--- src/psc_pkg.sv ---
// constants, types and helpers shared by the power-save clock controller
package psc_pkg;
   localparam logic [3:0]  ADDR_DIV      = 4'h0;
   localparam logic [3:0]  ADDR_MDC1     = 4'h2;
   localparam logic [3:0]  ADDR_MDC2     = 4'h4;
   localparam logic [3:0]  ADDR_STAT     = 4'h6;
   localparam int          ROI_BIT       = 15;
   localparam int          RATIO_HI      = 14;
   localparam int          RATIO_LO      = 12;
   localparam int          DOZE_EN_BIT   = 11;
   localparam logic [15:0] DIV_WMASK     = 16'hf800;
   localparam logic [15:0] MDC1_WMASK    = 16'hf8ff;
   localparam logic [15:0] MDC2_WMASK    = 16'hffff;
   localparam logic [15:0] DIV_RESET     = 16'h0000;
   localparam logic [15:0] MDC_RESET     = 16'h0000;
   localparam int          N_PERIPH      = 29;
   localparam int          ADC_IDX       = 0;
   localparam int          DIV_W         = 7;
   localparam logic [1:0]  WAKE_CYCLES   = 2'h3;
   localparam logic [28:0] PRESENT_ALL   = 29'h1fffffff;

   typedef enum logic [4:0] {
      ST_RUN   = 5'h01,
      ST_ENTER = 5'h02,
      ST_SLEEP = 5'h04,
      ST_IDLE  = 5'h08,
      ST_WAKE  = 5'h10
   } psc_state_t;

   // disable vector: {capture 8..1, compare 8..1, timer 5..1, i2c .. adc}
   function automatic logic [28:0] psc_off_vec(input logic [15:0] m1, input logic [15:0] m2);
      psc_off_vec = {m2, m1[15:11], m1[7:0]};
   endfunction : psc_off_vec

   // masked register write: only writable bits take the new value
   function automatic logic [15:0] psc_wmerge(input logic [15:0] old_v,
                                              input logic [15:0] new_v,
                                              input logic [15:0] mask);
      psc_wmerge = (old_v & ~mask) | (new_v & mask);
   endfunction : psc_wmerge
endpackage : psc_pkg

--- src/psc_power_save.sv ---
// power-save mode controller, slowed cpu clock and per-module clock gating
`timescale 1ns/1ns
module psc_power_save #(
   parameter logic [28:0] PRESENT = psc_pkg::PRESENT_ALL
) (
   input  wire logic                         clk,
   input  wire logic                         rst_b,
   input  wire logic [3:0]                   addr,
   input  wire logic [15:0]                  wdata,
   input  wire logic                         wr,
   input  wire logic                         rd,
   output logic      [15:0]                  rdata_q,
   input  wire logic                         power_save_instruction,
   input  wire logic                         save_op_sleep,
   input  wire logic                         irq_pending,
   input  wire logic                         soft_reset,
   input  wire logic                         wdt_timeout,
   input  wire logic                         watchdog_timer_en,
   input  wire logic                         clock_failure_monitor_en,
   input  wire logic [2:0]                   next_clock_source,
   output logic                              osc_enable_q,
   output logic                              low_power_rc_clock_en_q,
   output logic                              monitor_active_q,
   output logic                              wdt_clear_q,
   output logic                              cpu_halted_q,
   output logic                              cpu_resume_q,
   output logic                              resume_isr_q,
   output logic      [2:0]                   clk_src_q,
   output logic                              analog_off_q,
   output logic      [psc_pkg::N_PERIPH-1:0] sfr_en_q,
   output wire logic                         cpu_clk,
   output wire logic [psc_pkg::N_PERIPH-1:0] periph_clk
);
   import psc_pkg::*;

   psc_state_t       state_q;
   psc_state_t       state_d;
   logic             sleep_op_q;
   logic             pend_q;
   logic [1:0]       wake_cnt_q;
   logic             wdt_to_m_q;
   logic             wdt_to_s_q;
   logic [15:0]      clock_divider_register_q;
   logic [15:0]      module_disable_ctrl_1_q;
   logic [15:0]      module_disable_ctrl_2_q;
   logic [N_PERIPH-1:0] run_q;
   logic             cpu_en_q;
   logic             doze_tick;
   logic             wake_evt;
   logic             roi_clear;
   logic             wr_div;
   logic [N_PERIPH-1:0] off_vec;

   // watchdog time-out comes from the rc clock domain
   always_ff @(posedge clk or negedge rst_b) begin
      if (!rst_b) begin
         wdt_to_m_q <= 1'b0;
         wdt_to_s_q <= 1'b0;
      end else begin
         wdt_to_m_q <= wdt_timeout;
         wdt_to_s_q <= wdt_to_m_q;
      end
   end

   assign wake_evt = irq_pending | pend_q | wdt_to_s_q | soft_reset;
   assign wr_div   = wr && (addr == ADDR_DIV);

   // power-save sequencer
   always_comb begin
      state_d = state_q;
      case (state_q)
         ST_RUN: begin
            if (power_save_instruction) begin
               state_d = ST_ENTER;
            end
         end
         ST_ENTER: begin
            state_d = sleep_op_q ? ST_SLEEP : ST_IDLE;
         end
         ST_SLEEP, ST_IDLE: begin
            if (wake_evt) begin
               state_d = ST_WAKE;
            end
         end
         ST_WAKE: begin
            if (wake_cnt_q == 2'h0) begin
               state_d = ST_RUN;
            end
         end
         default: begin
            state_d = ST_RUN;
         end
      endcase
   end

   always_ff @(posedge clk or negedge rst_b) begin
      if (!rst_b) begin
         state_q <= ST_RUN;
      end else begin
         state_q <= state_d;
      end
   end

   always_ff @(posedge clk or negedge rst_b) begin
      if (!rst_b) begin
         sleep_op_q <= 1'b0;
      end else if (state_q == ST_RUN && power_save_instruction) begin
         sleep_op_q <= save_op_sleep;
      end
   end

   // an interrupt seen during entry is held and wakes right after entry
   always_ff @(posedge clk or negedge rst_b) begin
      if (!rst_b) begin
         pend_q <= 1'b0;
      end else if (state_q == ST_ENTER && irq_pending) begin
         pend_q <= 1'b1;
      end else if (state_q == ST_WAKE) begin
         pend_q <= 1'b0;
      end
   end

   always_ff @(posedge clk or negedge rst_b) begin
      if (!rst_b) begin
         wake_cnt_q <= 2'h0;
      end else if (state_d == ST_WAKE && state_q != ST_WAKE) begin
         wake_cnt_q <= WAKE_CYCLES - 2'h1;
      end else if (wake_cnt_q != 2'h0) begin
         wake_cnt_q <= wake_cnt_q - 2'h1;
      end
   end

   // resume pulse and where the cpu restarts
   always_ff @(posedge clk or negedge rst_b) begin
      if (!rst_b) begin
         cpu_resume_q <= 1'b0;
         resume_isr_q <= 1'b0;
      end else begin
         cpu_resume_q <= (state_q == ST_WAKE) && (state_d == ST_RUN);
         if ((state_q == ST_SLEEP || state_q == ST_IDLE) && wake_evt) begin
            resume_isr_q <= irq_pending | pend_q;
         end
      end
   end

   always_ff @(posedge clk or negedge rst_b) begin
      if (!rst_b) begin
         cpu_halted_q <= 1'b0;
      end else begin
         cpu_halted_q <= (state_d != ST_RUN);
      end
   end

   always_ff @(posedge clk or negedge rst_b) begin
      if (!rst_b) begin
         wdt_clear_q <= 1'b0;
      end else begin
         wdt_clear_q <= (state_q == ST_RUN) && power_save_instruction
                        && watchdog_timer_en;
      end
   end

   // oscillator, rc clock and failure monitor enables
   always_ff @(posedge clk or negedge rst_b) begin
      if (!rst_b) begin
         osc_enable_q            <= 1'b1;
         low_power_rc_clock_en_q <= 1'b0;
         monitor_active_q        <= 1'b0;
      end else begin
         osc_enable_q     <= (state_d != ST_SLEEP);
         monitor_active_q <= clock_failure_monitor_en && (state_d != ST_SLEEP);
         if (state_d == ST_SLEEP) begin
            low_power_rc_clock_en_q <= watchdog_timer_en;
         end else begin
            low_power_rc_clock_en_q <= watchdog_timer_en | clock_failure_monitor_en;
         end
      end
   end

   // source is frozen through sleep so wake returns to it
   always_ff @(posedge clk or negedge rst_b) begin
      if (!rst_b) begin
         clk_src_q <= 3'h0;
      end else if (state_q == ST_RUN && state_d == ST_RUN) begin
         clk_src_q <= next_clock_source;
      end
   end

   // divider register; a pending interrupt with ROI set clears the enable, a write setting it wins
   assign roi_clear = irq_pending && clock_divider_register_q[ROI_BIT]
                      && clock_divider_register_q[DOZE_EN_BIT];

   always_ff @(posedge clk or negedge rst_b) begin
      if (!rst_b) begin
         clock_divider_register_q <= DIV_RESET;
      end else if (wr_div) begin
         clock_divider_register_q <= psc_wmerge(clock_divider_register_q, wdata, DIV_WMASK);
      end else if (roi_clear) begin
         clock_divider_register_q[DOZE_EN_BIT] <= 1'b0;
      end
   end

   always_ff @(posedge clk or negedge rst_b) begin
      if (!rst_b) begin
         module_disable_ctrl_1_q <= MDC_RESET;
         module_disable_ctrl_2_q <= MDC_RESET;
      end else if (wr && addr == ADDR_MDC1) begin
         module_disable_ctrl_1_q <= psc_wmerge(module_disable_ctrl_1_q, wdata, MDC1_WMASK);
      end else if (wr && addr == ADDR_MDC2) begin
         module_disable_ctrl_2_q <= psc_wmerge(module_disable_ctrl_2_q, wdata, MDC2_WMASK);
      end
   end

   always_ff @(posedge clk or negedge rst_b) begin
      if (!rst_b) begin
         rdata_q <= 16'h0000;
      end else if (rd) begin
         case (addr)
            ADDR_DIV:  rdata_q <= clock_divider_register_q;
            ADDR_MDC1: rdata_q <= module_disable_ctrl_1_q;
            ADDR_MDC2: rdata_q <= module_disable_ctrl_2_q;
            ADDR_STAT: rdata_q <= {8'h00, clk_src_q, state_q};
            default:   rdata_q <= 16'h0000;
         endcase
      end else begin
         rdata_q <= 16'h0000;
      end
   end

   // slowed cpu clock: ticks fall on system edges, domains stay aligned
   psc_doze_div u_div (
      .clk   (clk),
      .rst_b (rst_b),
      .ratio (clock_divider_register_q[RATIO_HI:RATIO_LO]),
      .tick  (doze_tick)
   );

   always_ff @(posedge clk or negedge rst_b) begin
      if (!rst_b) begin
         cpu_en_q <= 1'b0;
      end else if (state_d != ST_RUN) begin
         cpu_en_q <= 1'b0;
      end else if (clock_divider_register_q[DOZE_EN_BIT]) begin
         cpu_en_q <= doze_tick;
      end else begin
         cpu_en_q <= 1'b1;
      end
   end

   psc_clk_gate u_cpu_gate (
      .clk   (clk),
      .rst_b (rst_b),
      .en    (cpu_en_q),
      .gclk  (cpu_clk)
   );

   // module enables follow the disable bits one cycle after the register
   assign off_vec = psc_off_vec(module_disable_ctrl_1_q, module_disable_ctrl_2_q);

   always_ff @(posedge clk or negedge rst_b) begin
      if (!rst_b) begin
         sfr_en_q     <= '0;
         analog_off_q <= 1'b0;
      end else begin
         sfr_en_q     <= PRESENT & ~off_vec;
         analog_off_q <= off_vec[ADC_IDX];
      end
   end

   always_ff @(posedge clk or negedge rst_b) begin
      if (!rst_b) begin
         run_q <= '0;
      end else if (state_d == ST_SLEEP) begin
         run_q <= '0;
      end else begin
         run_q <= PRESENT & ~off_vec;
      end
   end

   genvar gi;
   generate
      for (gi = 0; gi < N_PERIPH; gi++) begin : g_gate
         psc_clk_gate u_gate (
            .clk   (clk),
            .rst_b (rst_b),
            .en    (run_q[gi]),
            .gclk  (periph_clk[gi])
         );
      end
   endgenerate

   property p_sleep_osc;
      @(posedge clk) disable iff (!rst_b)
         (state_q == ST_SLEEP) |-> !osc_enable_q && (run_q == '0) && !cpu_en_q;
   endproperty
   a_sleep_osc: assert property (p_sleep_osc) else $error("clocks running in sleep");

   property p_monitor_off;
      @(posedge clk) disable iff (!rst_b)
         (state_q == ST_SLEEP) |-> !monitor_active_q;
   endproperty
   a_monitor_off: assert property (p_monitor_off) else $error("monitor active in sleep");

   property p_rc_sleep;
      @(posedge clk) disable iff (!rst_b)
         (state_q == ST_SLEEP && $past(watchdog_timer_en))
         |-> low_power_rc_clock_en_q;
   endproperty
   a_rc_sleep: assert property (p_rc_sleep) else $error("rc clock off in sleep");

   property p_wdt_clear;
      @(posedge clk) disable iff (!rst_b)
         (state_q == ST_RUN && power_save_instruction && watchdog_timer_en)
         |=> wdt_clear_q && state_q == ST_ENTER;
   endproperty
   a_wdt_clear: assert property (p_wdt_clear) else $error("watchdog not cleared on entry");

   property p_idle_wake;
      @(posedge clk) disable iff (!rst_b)
         (state_q == ST_IDLE && irq_pending)
         |=> state_q == ST_WAKE ##3 cpu_resume_q && resume_isr_q;
   endproperty
   a_idle_wake: assert property (p_idle_wake) else $error("idle wake timing wrong");

   property p_defer;
      @(posedge clk) disable iff (!rst_b)
         (state_q == ST_ENTER && irq_pending)
         |=> (state_q == ST_SLEEP || state_q == ST_IDLE) ##1 state_q == ST_WAKE;
   endproperty
   a_defer: assert property (p_defer) else $error("entry interrupt not deferred");

   property p_roi;
      @(posedge clk) disable iff (!rst_b)
         (roi_clear && !wr_div) |=> !clock_divider_register_q[DOZE_EN_BIT] ##1 cpu_en_q
         || state_q != ST_RUN;
   endproperty
   a_roi: assert property (p_roi) else $error("interrupt did not end doze");

   property p_md_delay;
      @(posedge clk) disable iff (!rst_b)
         (wr && addr == ADDR_MDC1 && wdata[0])
         |=> module_disable_ctrl_1_q[0] ##1 !sfr_en_q[ADC_IDX] && analog_off_q;
   endproperty
   a_md_delay: assert property (p_md_delay) else $error("module disable delay wrong");

   property p_reserved;
      @(posedge clk) disable iff (!rst_b)
         1'b1 |-> module_disable_ctrl_1_q[10:8] == 3'h0;
   endproperty
   a_reserved: assert property (p_reserved) else $error("reserved bits set");
endmodule : psc_power_save

--- src/psc_clk_gate.sv ---
// glitch-free clock gate with enable held on the low phase
`timescale 1ns/1ns
module psc_clk_gate (
   input  wire logic clk,
   input  wire logic rst_b,
   input  wire logic en,
   output wire logic gclk
);
   import psc_pkg::*;

   logic en_q;

   // enable changes only while clk is low, so high pulses are never cut
   always_ff @(negedge clk or negedge rst_b) begin
      if (!rst_b) begin
         en_q <= 1'b0;
      end else begin
         en_q <= en;
      end
   end

   assign gclk = clk & en_q;
endmodule : psc_clk_gate

--- src/psc_doze_div.sv ---
// cpu clock enable divider for the slowed cpu mode
`timescale 1ns/1ns
module psc_doze_div (
   input  wire logic       clk,
   input  wire logic       rst_b,
   input  wire logic [2:0] ratio,
   output wire logic       tick
);
   import psc_pkg::*;

   logic [DIV_W-1:0] cnt_q;
   logic [DIV_W-1:0] mask;

   always_ff @(posedge clk or negedge rst_b) begin
      if (!rst_b) begin
         cnt_q <= '0;
      end else begin
         cnt_q <= cnt_q + 7'h01;
      end
   end

   // tick once every 2^ratio system cycles, on a system edge
   assign mask = DIV_W'((8'h01 << ratio) - 8'h01);
   assign tick = ((cnt_q & mask) == '0);

   property p_div_half;
      @(posedge clk) disable iff (!rst_b)
         (ratio == 3'h1 && tick) ##1 (ratio == 3'h1)
         |-> !tick ##1 (tick || ratio != 3'h1);
   endproperty
   a_div_half: assert property (p_div_half) else $error("ratio 1:2 tick spacing wrong");
endmodule : psc_doze_div

--- config.mk ---
export PLATFORM = sky130hd
export DESIGN_NAME = psc_power_save
export DESIGN_NICKNAME = d
export VERILOG_FILES = /design/src/psc_pkg.sv /design/src/psc_power_save.sv /design/src/psc_clk_gate.sv /design/src/psc_doze_div.sv
export SDC_FILE = /design/constraint.sdc
export NUM_CORES = 1
export LEC_CHECK = 0
export BUFFER_PORTS_ARGS = -buffer_cell sky130_fd_sc_hd__buf_4
export CORE_ASPECT_RATIO = 2
export CORE_UTILIZATION = 41
export DETAILED_ROUTE_END_ITERATION = 10
export GPL_TIMING_DRIVEN = 0
export PLACE_DENSITY = 0.68
export SYNTH_ARGS = -nofsm -noshare
export SYNTH_HDL_FRONTEND = slang
export SYNTH_HIERARCHICAL = 1
export SYNTH_SLANG_ARGS = --single-unit
export TNS_END_PERCENT = 30
--- constraint.sdc ---
create_clock -name clk -period 1.8 [get_ports clk]
set_input_delay 0.09 -clock clk [delete_from_list [all_inputs] [get_ports clk]]
set_output_delay 0.09 -clock clk [all_outputs]
set_load 0.03 [all_outputs]
==> summary.md, run 1 <==
| Metric | Value |
|---|---|
| Hold worst-path end | rdata_q[15] |
| Transition time at the pin with the least slew margin | around 0.57 ns |
| Input/output buffers | around 120 |
| Class of the most critical setup path | flip-flop to output pin |
| Number of global-route vias before repair | approximately 4400 |
| Die height | roughly 170 um |
| Count of nets left with antenna violations after detail routing | 0 |
| Startpoint Class | flip-flop |
| Launch instance of the worst register-to-register path | state_q[2] |
| DRC marker count from the first detailed-route iteration | approximately 200 |
| DRC viols | 0 |
| Max_slew headroom | 0.622 |
| Number of vias after detailed routing | 3909 |
| Hold path start | addr[2] |
| Max-cap check violation count | 0 |
| Dpl ws | -0.0381 ns |
| Smallest setup slack after layout | -0.375 ns |
| Die area | 14800 um^2 |
| Post-Synthesis Mean Instance Area | 13.4 um^2 |
| Top cell type's share of synthesized area | 0.581 |
| Violated checks | setup timing |
| GP Congestion | roughly 0.76 |
| Fraction of the yosys area taken by sequential cells | 0.718 |
| Multi-input combinational cell area | 1560 um^2 |
| Post-CTS setup repair buffer count | 0 |
| Reg-to-reg setup timing slack | around 0.08 ns |
| Detail-routed via count per cell | 4.77 |
| Worst hold path stage count | 5 |
| Layout fillers | 1119 |
| Cell count after synthesis | 436 |
| Detailed-router iteration count before antenna repair | 4 |
| Effective utilization at floorplan | 0.422 |
| FFs w/ async S/R, synth | 1.00 |
| Post-layout power | ~16 mW |
| Pwr dens | approximately 1900 nW/um^2 |
| Final number of max-transition violations | 0 |
| Result of the run | complete, but fails checks |
| Area Growth Syn to Fin | 43.5% |
| Dominant cell type by area after synthesis | dfrtp_1 |
| Number of enable flip-flop cells after synthesis | 0 |
| Count of cell types in the netlist | 41 |
| Antenna violations before repair | 0 |
| Flip-flop cell with the highest count after synthesis | dfrtp_1 |
| Sort of element at the end of the critical path | output pin |
| Peak supply drop | roughly 0.93 mV |
| Maximum fanout encountered on the critical timing path | 1 |
| Fin Setup TNS | -10.68 ns |
| Global-route wire length before repair | approximately 21000 um |
| Fraction of layout instances using a drive strength above 1 | 0.396 |
| Combined flip-flop and latch cell area | ~4200 um^2 |
| GR Util All Layers | 0.199 |
| Die extent in x | 86.6 um |
| HPWL after detailed placement | a little under 9000 um |
| Maximum number of pins on one net before global-route repair | approximately 110 |
| Syn_nets | approximately 470 |
| Total detailed-routing wirelength | approximately 13000 um |
| Final design utilization | 0.605 |
| Synthesis-stage register bit count | ~170 |
| Synthesis warning total | 6 |
| Clock slew at reported path FFs | approximately 0.06 ns |
| Clock insertion delay at the later pin of the skew report | about 0.53 ns |
| Cell types occupying the most area after synthesis | dfrtp_1 (58%), dfrtn_1 (13%), mux2_2 (6.9%) |
| Netlist area before placement | 5860 um^2 |
| Type of the most critical hold path | primary input to flip-flop |
| Clock Skews | 0.00864 ns |
| TritonCTS clock tree | done |
| Total setup violations reported at the end of the flow | 60 |
| CP required | ~1.7 ns |
| Unrepaired setup endpoints after global routing | yes |
| Detail-routed net length per standard cell | between 15 and 20 um |
| Final Hold Viols | 0 |
| I/O pin cnt | 120 |
| Inserted Diodes | 0 |
| Crit Reg-Reg Endpoint | run_q[11] |
| Reported leakage power | roughly 3.9 nW |
| Grt total ovfl | 0 |
| Core Rows | a little over 60 |
| Data arrival time of the worst path | 2.09 ns |
| R2R depth | 6 |
| Final net count | around 650 |
| Std-Cell Core Area | about 14000 um^2 |
[placed cells by master (no fill, tap or decap), types with 2 or more instances in the layout]
cell type | netlist | routed
a21oi_1 | 7 | 7
a22oi_1 | 8 | 8
and2_1 | 36 | 6
and2_4 | 0 | 30
and3_1 | 4 | 4
buf_16 | 0 | 2
buf_2 | 8 | 5
buf_4 | 0 | 88
buf_6 | 0 | 32
clkbuf_1 | 4 | 5
clkbuf_16 | 0 | 29
clkinv_2 | 0 | 2
clkinvlp_4 | 0 | 4
dfrtn_1 | 30 | 30
dfrtp_1 | 136 | 135
dfstp_2 | 2 | 2
dlygate4sd3_1 | 0 | 31
ha_1 | 2 | 2
inv_1 | 36 | 36
inv_6 | 0 | 5
inv_8 | 0 | 2
mux2_2 | 36 | 36
mux2i_1 | 5 | 5
nand2_1 | 17 | 17
nand3_1 | 5 | 5
nor2_1 | 51 | 51
nor2b_1 | 4 | 4
nor4_2 | 1 | 2
o21ai_0 | 17 | 17
xnor2_1 | 5 | 5
xor2_1 | 2 | 2
[registers in the layout (all words and copies together), names as in the netlist, 2 cells and up]
register                  flops
g_gate.u_gate/en_q           29
run_q                        29
sfr_en_q                     29
module_disable_ctrl_2_q      16
rdata_q                      16
module_disable_ctrl_1_q      13
u_div/cnt_q                   7
clock_divider_register_q      5
state_q                       5
clk_src_q                     3
wake_cnt_q                    2
[per-layer routing]
metal / GRT usage / up-vias / routed length, um
met1: 0.197 / 1958 / 4710
met5: 0 / - / 0
met2: 0.333 / 136 / 7440
met4: 0.151 / 0 / 475
met3: 0.0709 / 42 / 721
li1: - / 1773 / -
[how the worst max path moves through the flow]
stage,slack (ns),endpoint,startpoint,cells after the start
2_1_floorplan,0.17,cpu_clk,u_cpu_gate/en_q,1
3_5_place_dp,-0.04,g_gate[0].u_gate/en_q,rst_b,2
5_1_grt,-0.41,periph_clk[25],g_gate[25].u_gate/en_q,2
6_report,-0.38,periph_clk[11],g_gate[11].u_gate/en_q,2
4_1_cts,-0.39,periph_clk[25],g_gate[25].u_gate/en_q,2
3_3_place_gp,-0.93,g_gate[0].u_gate/en_q,rst_b,1
[Yosys cell counts (2+ instances only)]
library cell / n
a21oi_1: 7
a22oi_1: 8
and2_1: 36
and3_1: 4
buf_2: 8
clkbuf_1: 4
dfrtn_1: 30
dfrtp_1: 136
dfstp_2: 2
ha_1: 2
inv_1: 36
mux2_2: 36
mux2i_1: 5
nand2_1: 17
nand3_1: 5
nor2_1: 51
nor2b_1: 4
o21ai_0: 17
xnor2_1: 5
xor2_1: 2
[power breakdown]
group | leakage [nW] | switching [mW] | internal [mW]
registers | 1.94 | 0.495 | 4.70
logic | 1.27 | 1.22 | 0.914
clock network | 0.729 | 3.71 | 4.79
total | 3.95 | 5.43 | 10.4
[logic make-up after synthesis]
group	share of synthesized area
flops	0.718
simple gates	0.115
mux	0.0777
xor+xnor	0.0105
compound gates	0.0416
buf+inv	0.0331
fa+ha+maj	0.00427
[area by class of cell]
| class | count | area share |
|---|---|---|
| Clock buffer | 60 | 0.127 |
| Timing Repair Buffer | 120 | 0.122 |
| Multi-Input combinational cell | 219 | 0.185 |
| Clock inverter | 15 | 0.0138 |
| Sequential cell | 168 | 0.500 |
| Tap cell | 189 | 0.0281 |
| Buffer | 12 | 0.00788 |
| Inverter | 37 | 0.0165 |
[critical path, stage by stage (launching register included)]
cell	delay, ns
dfrtn_1	0.40
and2_4	0.14
buf_6	0.13
[stage by stage]
stage,instance area [um^2],hold slack (ns),std cells
final,8410,0.0842,820
after global routing,8410,0.0991,820
after CTS,8380,0.0859,820
after detailed placement,7010,0.0952,743
after global placement,6980,0.201,742
after floorplan,5860,-0.206,436
[repair_timing]
action                                 CTS  global route
setup endpoints to repair               85            95
hold buffers                            32             0
pin swaps                                0             0
resized for setup                       57            13
endpoints found under the hold margin   98             0
No activity file was read; power rests on OpenSTA's default activity.
==> run 2, diff against run 1 <==
--- a/config.mk
+++ b/config.mk
@@ -7,6 +7,7 @@
 export LEC_CHECK = 0
 export BUFFER_PORTS_ARGS = -buffer_cell sky130_fd_sc_hd__buf_4
 export CORE_ASPECT_RATIO = 2
+export CORE_MARGIN = 4
 export CORE_UTILIZATION = 41
 export DETAILED_ROUTE_END_ITERATION = 10
 export GPL_TIMING_DRIVEN = 0
==> run 2 against run 1 <==
Compared with the run above: total power up 1.4%; combinational power about the same; the run ends with hold timing, setup timing left; final area down 0.15%; critical path depth unchanged; highest routed layer unchanged; die area up 11%; final cell count down 0.37%; critical path type unchanged.
==> summary.md, run 2 (synthesized netlist as in run 1, its figures left out) <==
| Metric | Value |
|---|---|
| Total detailed-routing wirelength | 13600 um (was 13300 um) |
| Maximum fanout encountered on the critical timing path | 1 (unchanged) |
| Commonest cells after routing, fill and taps aside | dfrtp_1 (136), buf_4 (86), nor2_1 (51) (was dfrtp_1 (135), buf_4 (88), nor2_1 (51)) |
| Max_slew headroom | 0.471 (was 0.622) |
| DRC marker count from the first detailed-route iteration | 166 (was 198) |
| Std-Cell Core Area | 14000 um^2 (was 13900 um^2) |
| Launch instance of the worst register-to-register path | state_q[2] (unchanged) |
| Final number of max-transition violations | 0 (unchanged) |
| TritonCTS clock tree | done (unchanged) |
| Number of global-route vias before repair | 4647 (was 4442) |
| Reg-to-reg setup timing slack | 0.09 ns (was 0.08 ns) |
| Area Growth Syn to Fin | 43.3% (was 43.5%) |
| Core Rows | 61 (unchanged) |
| Reported leakage power | 3.95 nW (about the same) |
| Number of vias after detailed routing | 3929 (was 3909) |
| Total setup violations reported at the end of the flow | 60 (unchanged) |
| Detail-routed via count per cell | 4.81 (was 4.77) |
| GP Congestion | 0.787 (was 0.757) |
| Die extent in x | 92.6 um (was 86.6 um) |
| Startpoint Class | flip-flop (unchanged) |
| DRC viols | 0 (unchanged) |
| Maximum number of pins on one net before global-route repair | 89 (was 111) |
| Fraction of layout instances using a drive strength above 1 | 0.396 (about the same) |
| GR Util All Layers | 0.179 (was 0.199) |
| Type of the most critical hold path | primary input to asynchronous set/reset pin (was primary input to flip-flop) |
| HPWL after detailed placement | 9080 um (was 8720 um) |
| Pwr dens | 1910 nW/um^2 (was 1880 nW/um^2) |
| Class of the most critical setup path | flip-flop to output pin (unchanged) |
| Antenna violations before repair | 0 (unchanged) |
| Unrepaired setup endpoints after global routing | yes (unchanged) |
| Data arrival time of the worst path | 2.09 ns (about the same) |
| Most frequent standard cell in the layout excluding fill and tap cells | dfrtp_1 (unchanged) |
| Detail-routed net length per standard cell | 16.6 um (was 16.3 um) |
| Sort of element at the end of the critical path | output pin (unchanged) |
| Effective utilization at floorplan | 0.420 (was 0.422) |
| Crit Reg-Reg Endpoint | run_q[11] (unchanged) |
| Die height | 177 um (was 171 um) |
| Smallest hold slack | -0.382 ns (was 0.0842 ns) |
| Detailed-router iteration count before antenna repair | 4 (unchanged) |
| Post-CTS setup repair buffer count | 0 (unchanged) |
| Global-route wire length before repair | 21900 um (was 21100 um) |
| Clock slew at reported path FFs | 0.07 ns (was 0.06 ns) |
| Post-layout power | 16.1 mW (was 15.8 mW) |
| Placement-stage cell area | 7010 um^2 (unchanged) |
| Peak supply drop | 1.00 mV (was 0.930 mV) |
| Count of nets left with antenna violations after detail routing | 0 (unchanged) |
| Max-cap check violation count | 0 (unchanged) |
| Clock insertion delay at the later pin of the skew report | 0.53 ns (about the same) |
| Clock Skews | 0.00803 ns (was 0.00864 ns) |
| Grt total ovfl | 0 (unchanged) |
| Input/output buffers | 117 (unchanged) |
| CP required | 1.71 ns (about the same) |
| Final net count | 650 (was 653) |
| Violated checks | hold timing, setup timing (was setup timing) |
| Inserted Diodes | 0 (unchanged) |
| Smallest setup slack after layout | -0.377 ns (was -0.375 ns) |
| Layout fillers | 1129 (was 1119) |
| Post-layout instance area | 8400 um^2 (was 8410 um^2) |
| I/O pin cnt | 120 (unchanged) |
| R2R depth | 6 (unchanged) |
| Registers with the most flip-flops | g_gate.u_gate/en_q: 29 flops, run_q: 29 flops, sfr_en_q: 29 flops (unchanged) |
| Fin Setup TNS | -10.57 ns (was -10.68 ns) |
| Transition time at the pin with the least slew margin | 0.794 ns (was 0.567 ns) |
| Die area | 16400 um^2 (was 14800 um^2) |
| Count of hold buffers inserted by post-cts repair | 29 (was 32) |
| Result of the run | complete, but fails checks (unchanged) |
| Final Hold Viols | 70 (was 0) |
==> run 2: changes by cell type in the layout (fill, tap and decap cells not counted), moves of 2 or more <==
cell           change
dlygate4sd3_1      -2
clkbuf_4           +3
buf_4              -2
clkinvlp_4         -3
clkinv_2           -2
inv_4              +2
clkinv_4           +2
==> run 2: routing by layer <==
metal | global-route usage | wire, um | up-vias
met5 | 0 | 0 | -
met4 | 0.148 | 645 | 0
met3 | 0.0651 | 707 | 53
met2 | 0.295 | 7570 | 139
met1 | 0.177 | 4630 | 1961
li1 | - | - | 1776
==> run 2: final cells by class <==
cell class,count,area [um^2],area share
Buffer,12,62.6,0.00745
Inverter,37,139,0.0165
Sequential cell,168,4210,0.501
Tap cell,189,236,0.0282
Multi-Input combinational cell,219,1560,0.185
Clock buffer,59,1060,0.127
Clock inverter,16,160,0.0191
Timing Repair Buffer,117,975,0.116
==> run 2: metrics by stage <==
stage	instances	setup slack (ns)	hold slack, ns	utilization
final	817	-0.377	-0.382	0.601
after global routing	817	-0.414	-0.309	0.601
after CTS	817	-0.397	-0.339	0.600
after detailed placement	743	-0.104	0.204	0.502
after global placement	742	-0.934	0.200	0.500
after floorplan	436	0.170	-0.206	-
==> run 2: how the worst max path moves through the flow <==
stage,from,endpoint,slack (ns),depth (start not counted)
after floorplan,u_cpu_gate/en_q,cpu_clk,0.17,1
after global placement,rst_b,g_gate[23].u_gate/en_q,-0.93,1
after detailed placement,rst_b,g_gate[23].u_gate/en_q,-0.10,2
after CTS,g_gate[21].u_gate/en_q,periph_clk[21],-0.40,2
after global routing,g_gate[6].u_gate/en_q,periph_clk[6],-0.41,2
final,g_gate[6].u_gate/en_q,periph_clk[6],-0.38,2
==> run 2: power by group <==
| group | switching (mW) | leakage [nW] | internal, mW |
|---|---|---|---|
| clock network | 3.78 | 0.757 | 4.95 |
| logic | 1.23 | 1.25 | 0.903 |
| registers | 0.492 | 1.94 | 4.70 |
| total | 5.50 | 3.95 | 10.6 |
==> run 2: critical path, stage by stage (launching register included) <==
cell     delay, ns
dfrtn_1       0.40
and2_4        0.14
buf_6         0.12
==> run 2: repair_timing <==
action | 4_1_cts | 5_1_grt
resized for setup | 58 | 8
cloned | 0 | 0
endpoints found under the hold margin | 122 | 70
pin swaps | 0 | 1
endpoints found under the setup margin | 89 | 95
==> run 3, diff against run 2 <==
--- a/config.mk
+++ b/config.mk
@@ -8,12 +8,12 @@
 export BUFFER_PORTS_ARGS = -buffer_cell sky130_fd_sc_hd__buf_4
 export CORE_ASPECT_RATIO = 2
 export CORE_MARGIN = 4
-export CORE_UTILIZATION = 41
+export CORE_UTILIZATION = 43
 export DETAILED_ROUTE_END_ITERATION = 10
 export GPL_TIMING_DRIVEN = 0
-export PLACE_DENSITY = 0.68
+export PLACE_DENSITY = 0.7
 export SYNTH_ARGS = -nofsm -noshare
 export SYNTH_HDL_FRONTEND = slang
 export SYNTH_HIERARCHICAL = 1
 export SYNTH_SLANG_ARGS = --single-unit
-export TNS_END_PERCENT = 30
+export TNS_END_PERCENT = 50
==> run 3 against run 2 <==
Compared with the run above: total power up 1.5%; final area up 0.52%; clock skew down 0.0014 ns; flip-flop and latch count unchanged; sequential power about the same; clock-buffer cell count up 3; worst hold slack better by 0.45 ns; non-clock buffer count up 3; largest cell class unchanged; register-to-register slack about the same; final cell count down 3.8%; utilization up 2.7 points; wire length up 2.2%; highest routed layer unchanged; the run ends with setup timing left.
==> summary.md, run 3 (synthesized netlist as in run 1, its figures left out) <==
| Metric | Value |
|---|---|
| Result of the run | complete, but fails checks (unchanged) |
| Violated checks | setup timing (was hold timing, setup timing) |
| GP Congestion | 0.763 (was 0.787) |
| Clock Skews | 0.00665 ns (was 0.00803 ns) |
| R2R depth | 6 (unchanged) |
| Die extent in x | 90.6 um (was 92.6 um) |
| Fin Setup TNS | -10.61 ns (was -10.57 ns) |
| Grt total ovfl | 0 (unchanged) |
| Sort of element at the end of the critical path | output pin (unchanged) |
| Area Growth Syn to Fin | 44.0% (was 43.3%) |
| Antenna violations before repair | 0 (unchanged) |
| Reported leakage power | 3.98 nW (was 3.95 nW) |
| Die height | 173 um (was 177 um) |
| Detailed-router iteration count before antenna repair | 4 (unchanged) |
| Hold worst-path end | rdata_q[15] |
| Multi-input combinational cell area | 1550 um^2 (was 1560 um^2) |
| Input/output buffers | 117 (unchanged) |
| Final number of max-transition violations | 0 (unchanged) |
| Std-Cell Core Area | 13400 um^2 (was 14000 um^2) |
| Total setup violations reported at the end of the flow | 60 (unchanged) |
| Ordered list of cells on the worst path | and2_4 -> buf_6 (unchanged) |
| I/O pin cnt | 120 (unchanged) |
| Post-layout instance area | 8440 um^2 (was 8400 um^2) |
| Final design utilization | 0.628 (was 0.601) |
| DRC marker count from the first detailed-route iteration | 178 (was 166) |
| Reg-to-reg setup timing slack | 0.09 ns (about the same) |
| Standard cell with the maximum stage delay on the critical path | dfrtn_1 (unchanged) |
| Count of nets left with antenna violations after detail routing | 0 (unchanged) |
| Smallest setup slack after layout | -0.388 ns (was -0.377 ns) |
| Global-route wire length before repair | 22500 um (was 21900 um) |
| Maximum fanout encountered on the critical timing path | 1 (unchanged) |
| Combined flip-flop and latch cell area | 4210 um^2 (about the same) |
| Fraction of layout instances using a drive strength above 1 | 0.395 (was 0.396) |
| Detail-routed net length per standard cell | 17.6 um (was 16.6 um) |
| GR Util All Layers | 0.191 (was 0.179) |
| TritonCTS clock tree | done (unchanged) |
| Layout fillers | 992 (was 1129) |
| Peak supply drop | 1.25 mV (was 1.00 mV) |
| Commonest cells after routing, fill and taps aside | dfrtp_1 (135), buf_4 (89), nor2_1 (51) (was dfrtp_1 (136), buf_4 (86), nor2_1 (51)) |
| Max_slew headroom | 0.625 (was 0.471) |
| Maximum number of pins on one net before global-route repair | 112 (was 89) |
| Class of the most critical setup path | flip-flop to output pin (unchanged) |
| Startpoint Class | flip-flop (unchanged) |
| Worst hold path stage count | 5 |
| Launch instance of the worst register-to-register path | state_q[3] (was state_q[2]) |
| Registers with the most flip-flops | g_gate.u_gate/en_q: 29 flops, run_q: 29 flops, sfr_en_q: 29 flops (unchanged) |
| Pwr dens | 1930 nW/um^2 (was 1910 nW/um^2) |
| DRC viols | 0 (unchanged) |
| Number of vias after detailed routing | 3908 (was 3929) |
| Hold path start | addr[2] |
| Total detailed-routing wirelength | 13900 um (was 13600 um) |
| Clock insertion delay at the later pin of the skew report | 0.53 ns (about the same) |
| Number of global-route vias before repair | 4648 (was 4647) |
| Core Rows | 60 (was 61) |
| Die area | 15700 um^2 (was 16400 um^2) |
| Max-cap check violation count | 0 (unchanged) |
| Crit Reg-Reg Endpoint | run_q[7] (was run_q[11]) |
| Inserted Diodes | 0 (unchanged) |
| Placement-stage cell area | 6970 um^2 (was 7010 um^2) |
| Transition time at the pin with the least slew margin | 0.562 ns (was 0.794 ns) |
| Post-CTS setup repair buffer count | 0 (unchanged) |
| HPWL after detailed placement | 8890 um (was 9080 um) |
| Post-layout power | 16.3 mW (was 16.1 mW) |
| Effective utilization at floorplan | 0.436 (was 0.420) |
| CP required | 1.71 ns (about the same) |
| Detail-routed via count per cell | 4.97 (was 4.81) |
| Maximum cell stage delay along the critical path | 0.41 ns (was 0.40 ns) |
| Final net count | 653 (was 650) |
| Data arrival time of the worst path | 2.10 ns (was 2.09 ns) |
| Final Hold Viols | 0 (was 70) |
| Most frequent standard cell in the layout excluding fill and tap cells | dfrtp_1 (unchanged) |
| Type of the most critical hold path | primary input to flip-flop (was primary input to asynchronous set/reset pin) |
| Unrepaired setup endpoints after global routing | yes (unchanged) |
| Clock slew at reported path FFs | 0.06 ns (was 0.07 ns) |
| Smallest hold slack | 0.0722 ns (was -0.382 ns) |
run 3: changes by cell type in the layout (fill, tap and decap cells not counted), sizes merged:
cell and delta:
dlygate4sd3 +2, buf +4, bufinv +2, clkinvlp +1, inv -6
run 3: worst max path at each step:
stage                                start                endpoint  slack, ns
finish               g_gate[0].u_gate/en_q           periph_clk[0]      -0.39
global route         g_gate[0].u_gate/en_q           periph_clk[0]      -0.43
CTS                 g_gate[23].u_gate/en_q          periph_clk[23]      -0.40
detailed placement                   rst_b  g_gate[14].u_gate/en_q      -0.03
global placement                     rst_b   g_gate[0].u_gate/en_q      -0.92
floorplan                  u_cpu_gate/en_q                 cpu_clk       0.17
run 3: layout make-up:
type                    count  area share
repair buffers            120       0.121
multi-input cells         219       0.184
well taps                 155      0.0230
inverters                  37      0.0165
clock inverters            13      0.0200
flip-flops and latches    168       0.498
plain buffers              12     0.00741
clock buffers              62       0.130
run 3: what timing repair did:
action | in CTS | in global routing
endpoints found under the setup margin | 86 | 92
gates cloned | 0 | 0
endpoints found under the hold margin | 96 | 0
hold buffers | 32 | 0
resized for setup | 58 | 10
run 3: per-layer routing:
metal  part of all wire  vias up  GRT usage  routed length, um
met5                  0        -          0                  0
met2               0.55      159      0.319               7680
li1                   -     1774          -                  -
met3              0.056       54     0.0644                775
met1               0.34     1921      0.184               4780
met4              0.045        0      0.169                622
run 3: critical path: cells and delay by family, from the launching register on:
family                 cells  cell delay [ns]
buffers and inverters      1             0.12
flip-flops                 1             0.41
AND/OR/NAND/NOR            1             0.14
run 3: stage by stage:
| step | worst slack (ns) | cells |
|---|---|---|
| 4_1_cts | -0.400 | 786 |
| 3_3_place_gp | -0.916 | 708 |
| 2_1_floorplan | 0.170 | 436 |
| 3_5_place_dp | -0.0301 | 709 |
| 6_report | -0.388 | 786 |
| 5_1_grt | -0.431 | 786 |
run 3: where the power goes:
| group | switching [mW] | total (mW) | internal [mW] |
|---|---|---|---|
| Combinational | 1.25 | 2.16 | 0.913 |
| Sequential | 0.505 | 5.21 | 4.70 |
| Clock | 3.67 | 8.93 | 5.26 |
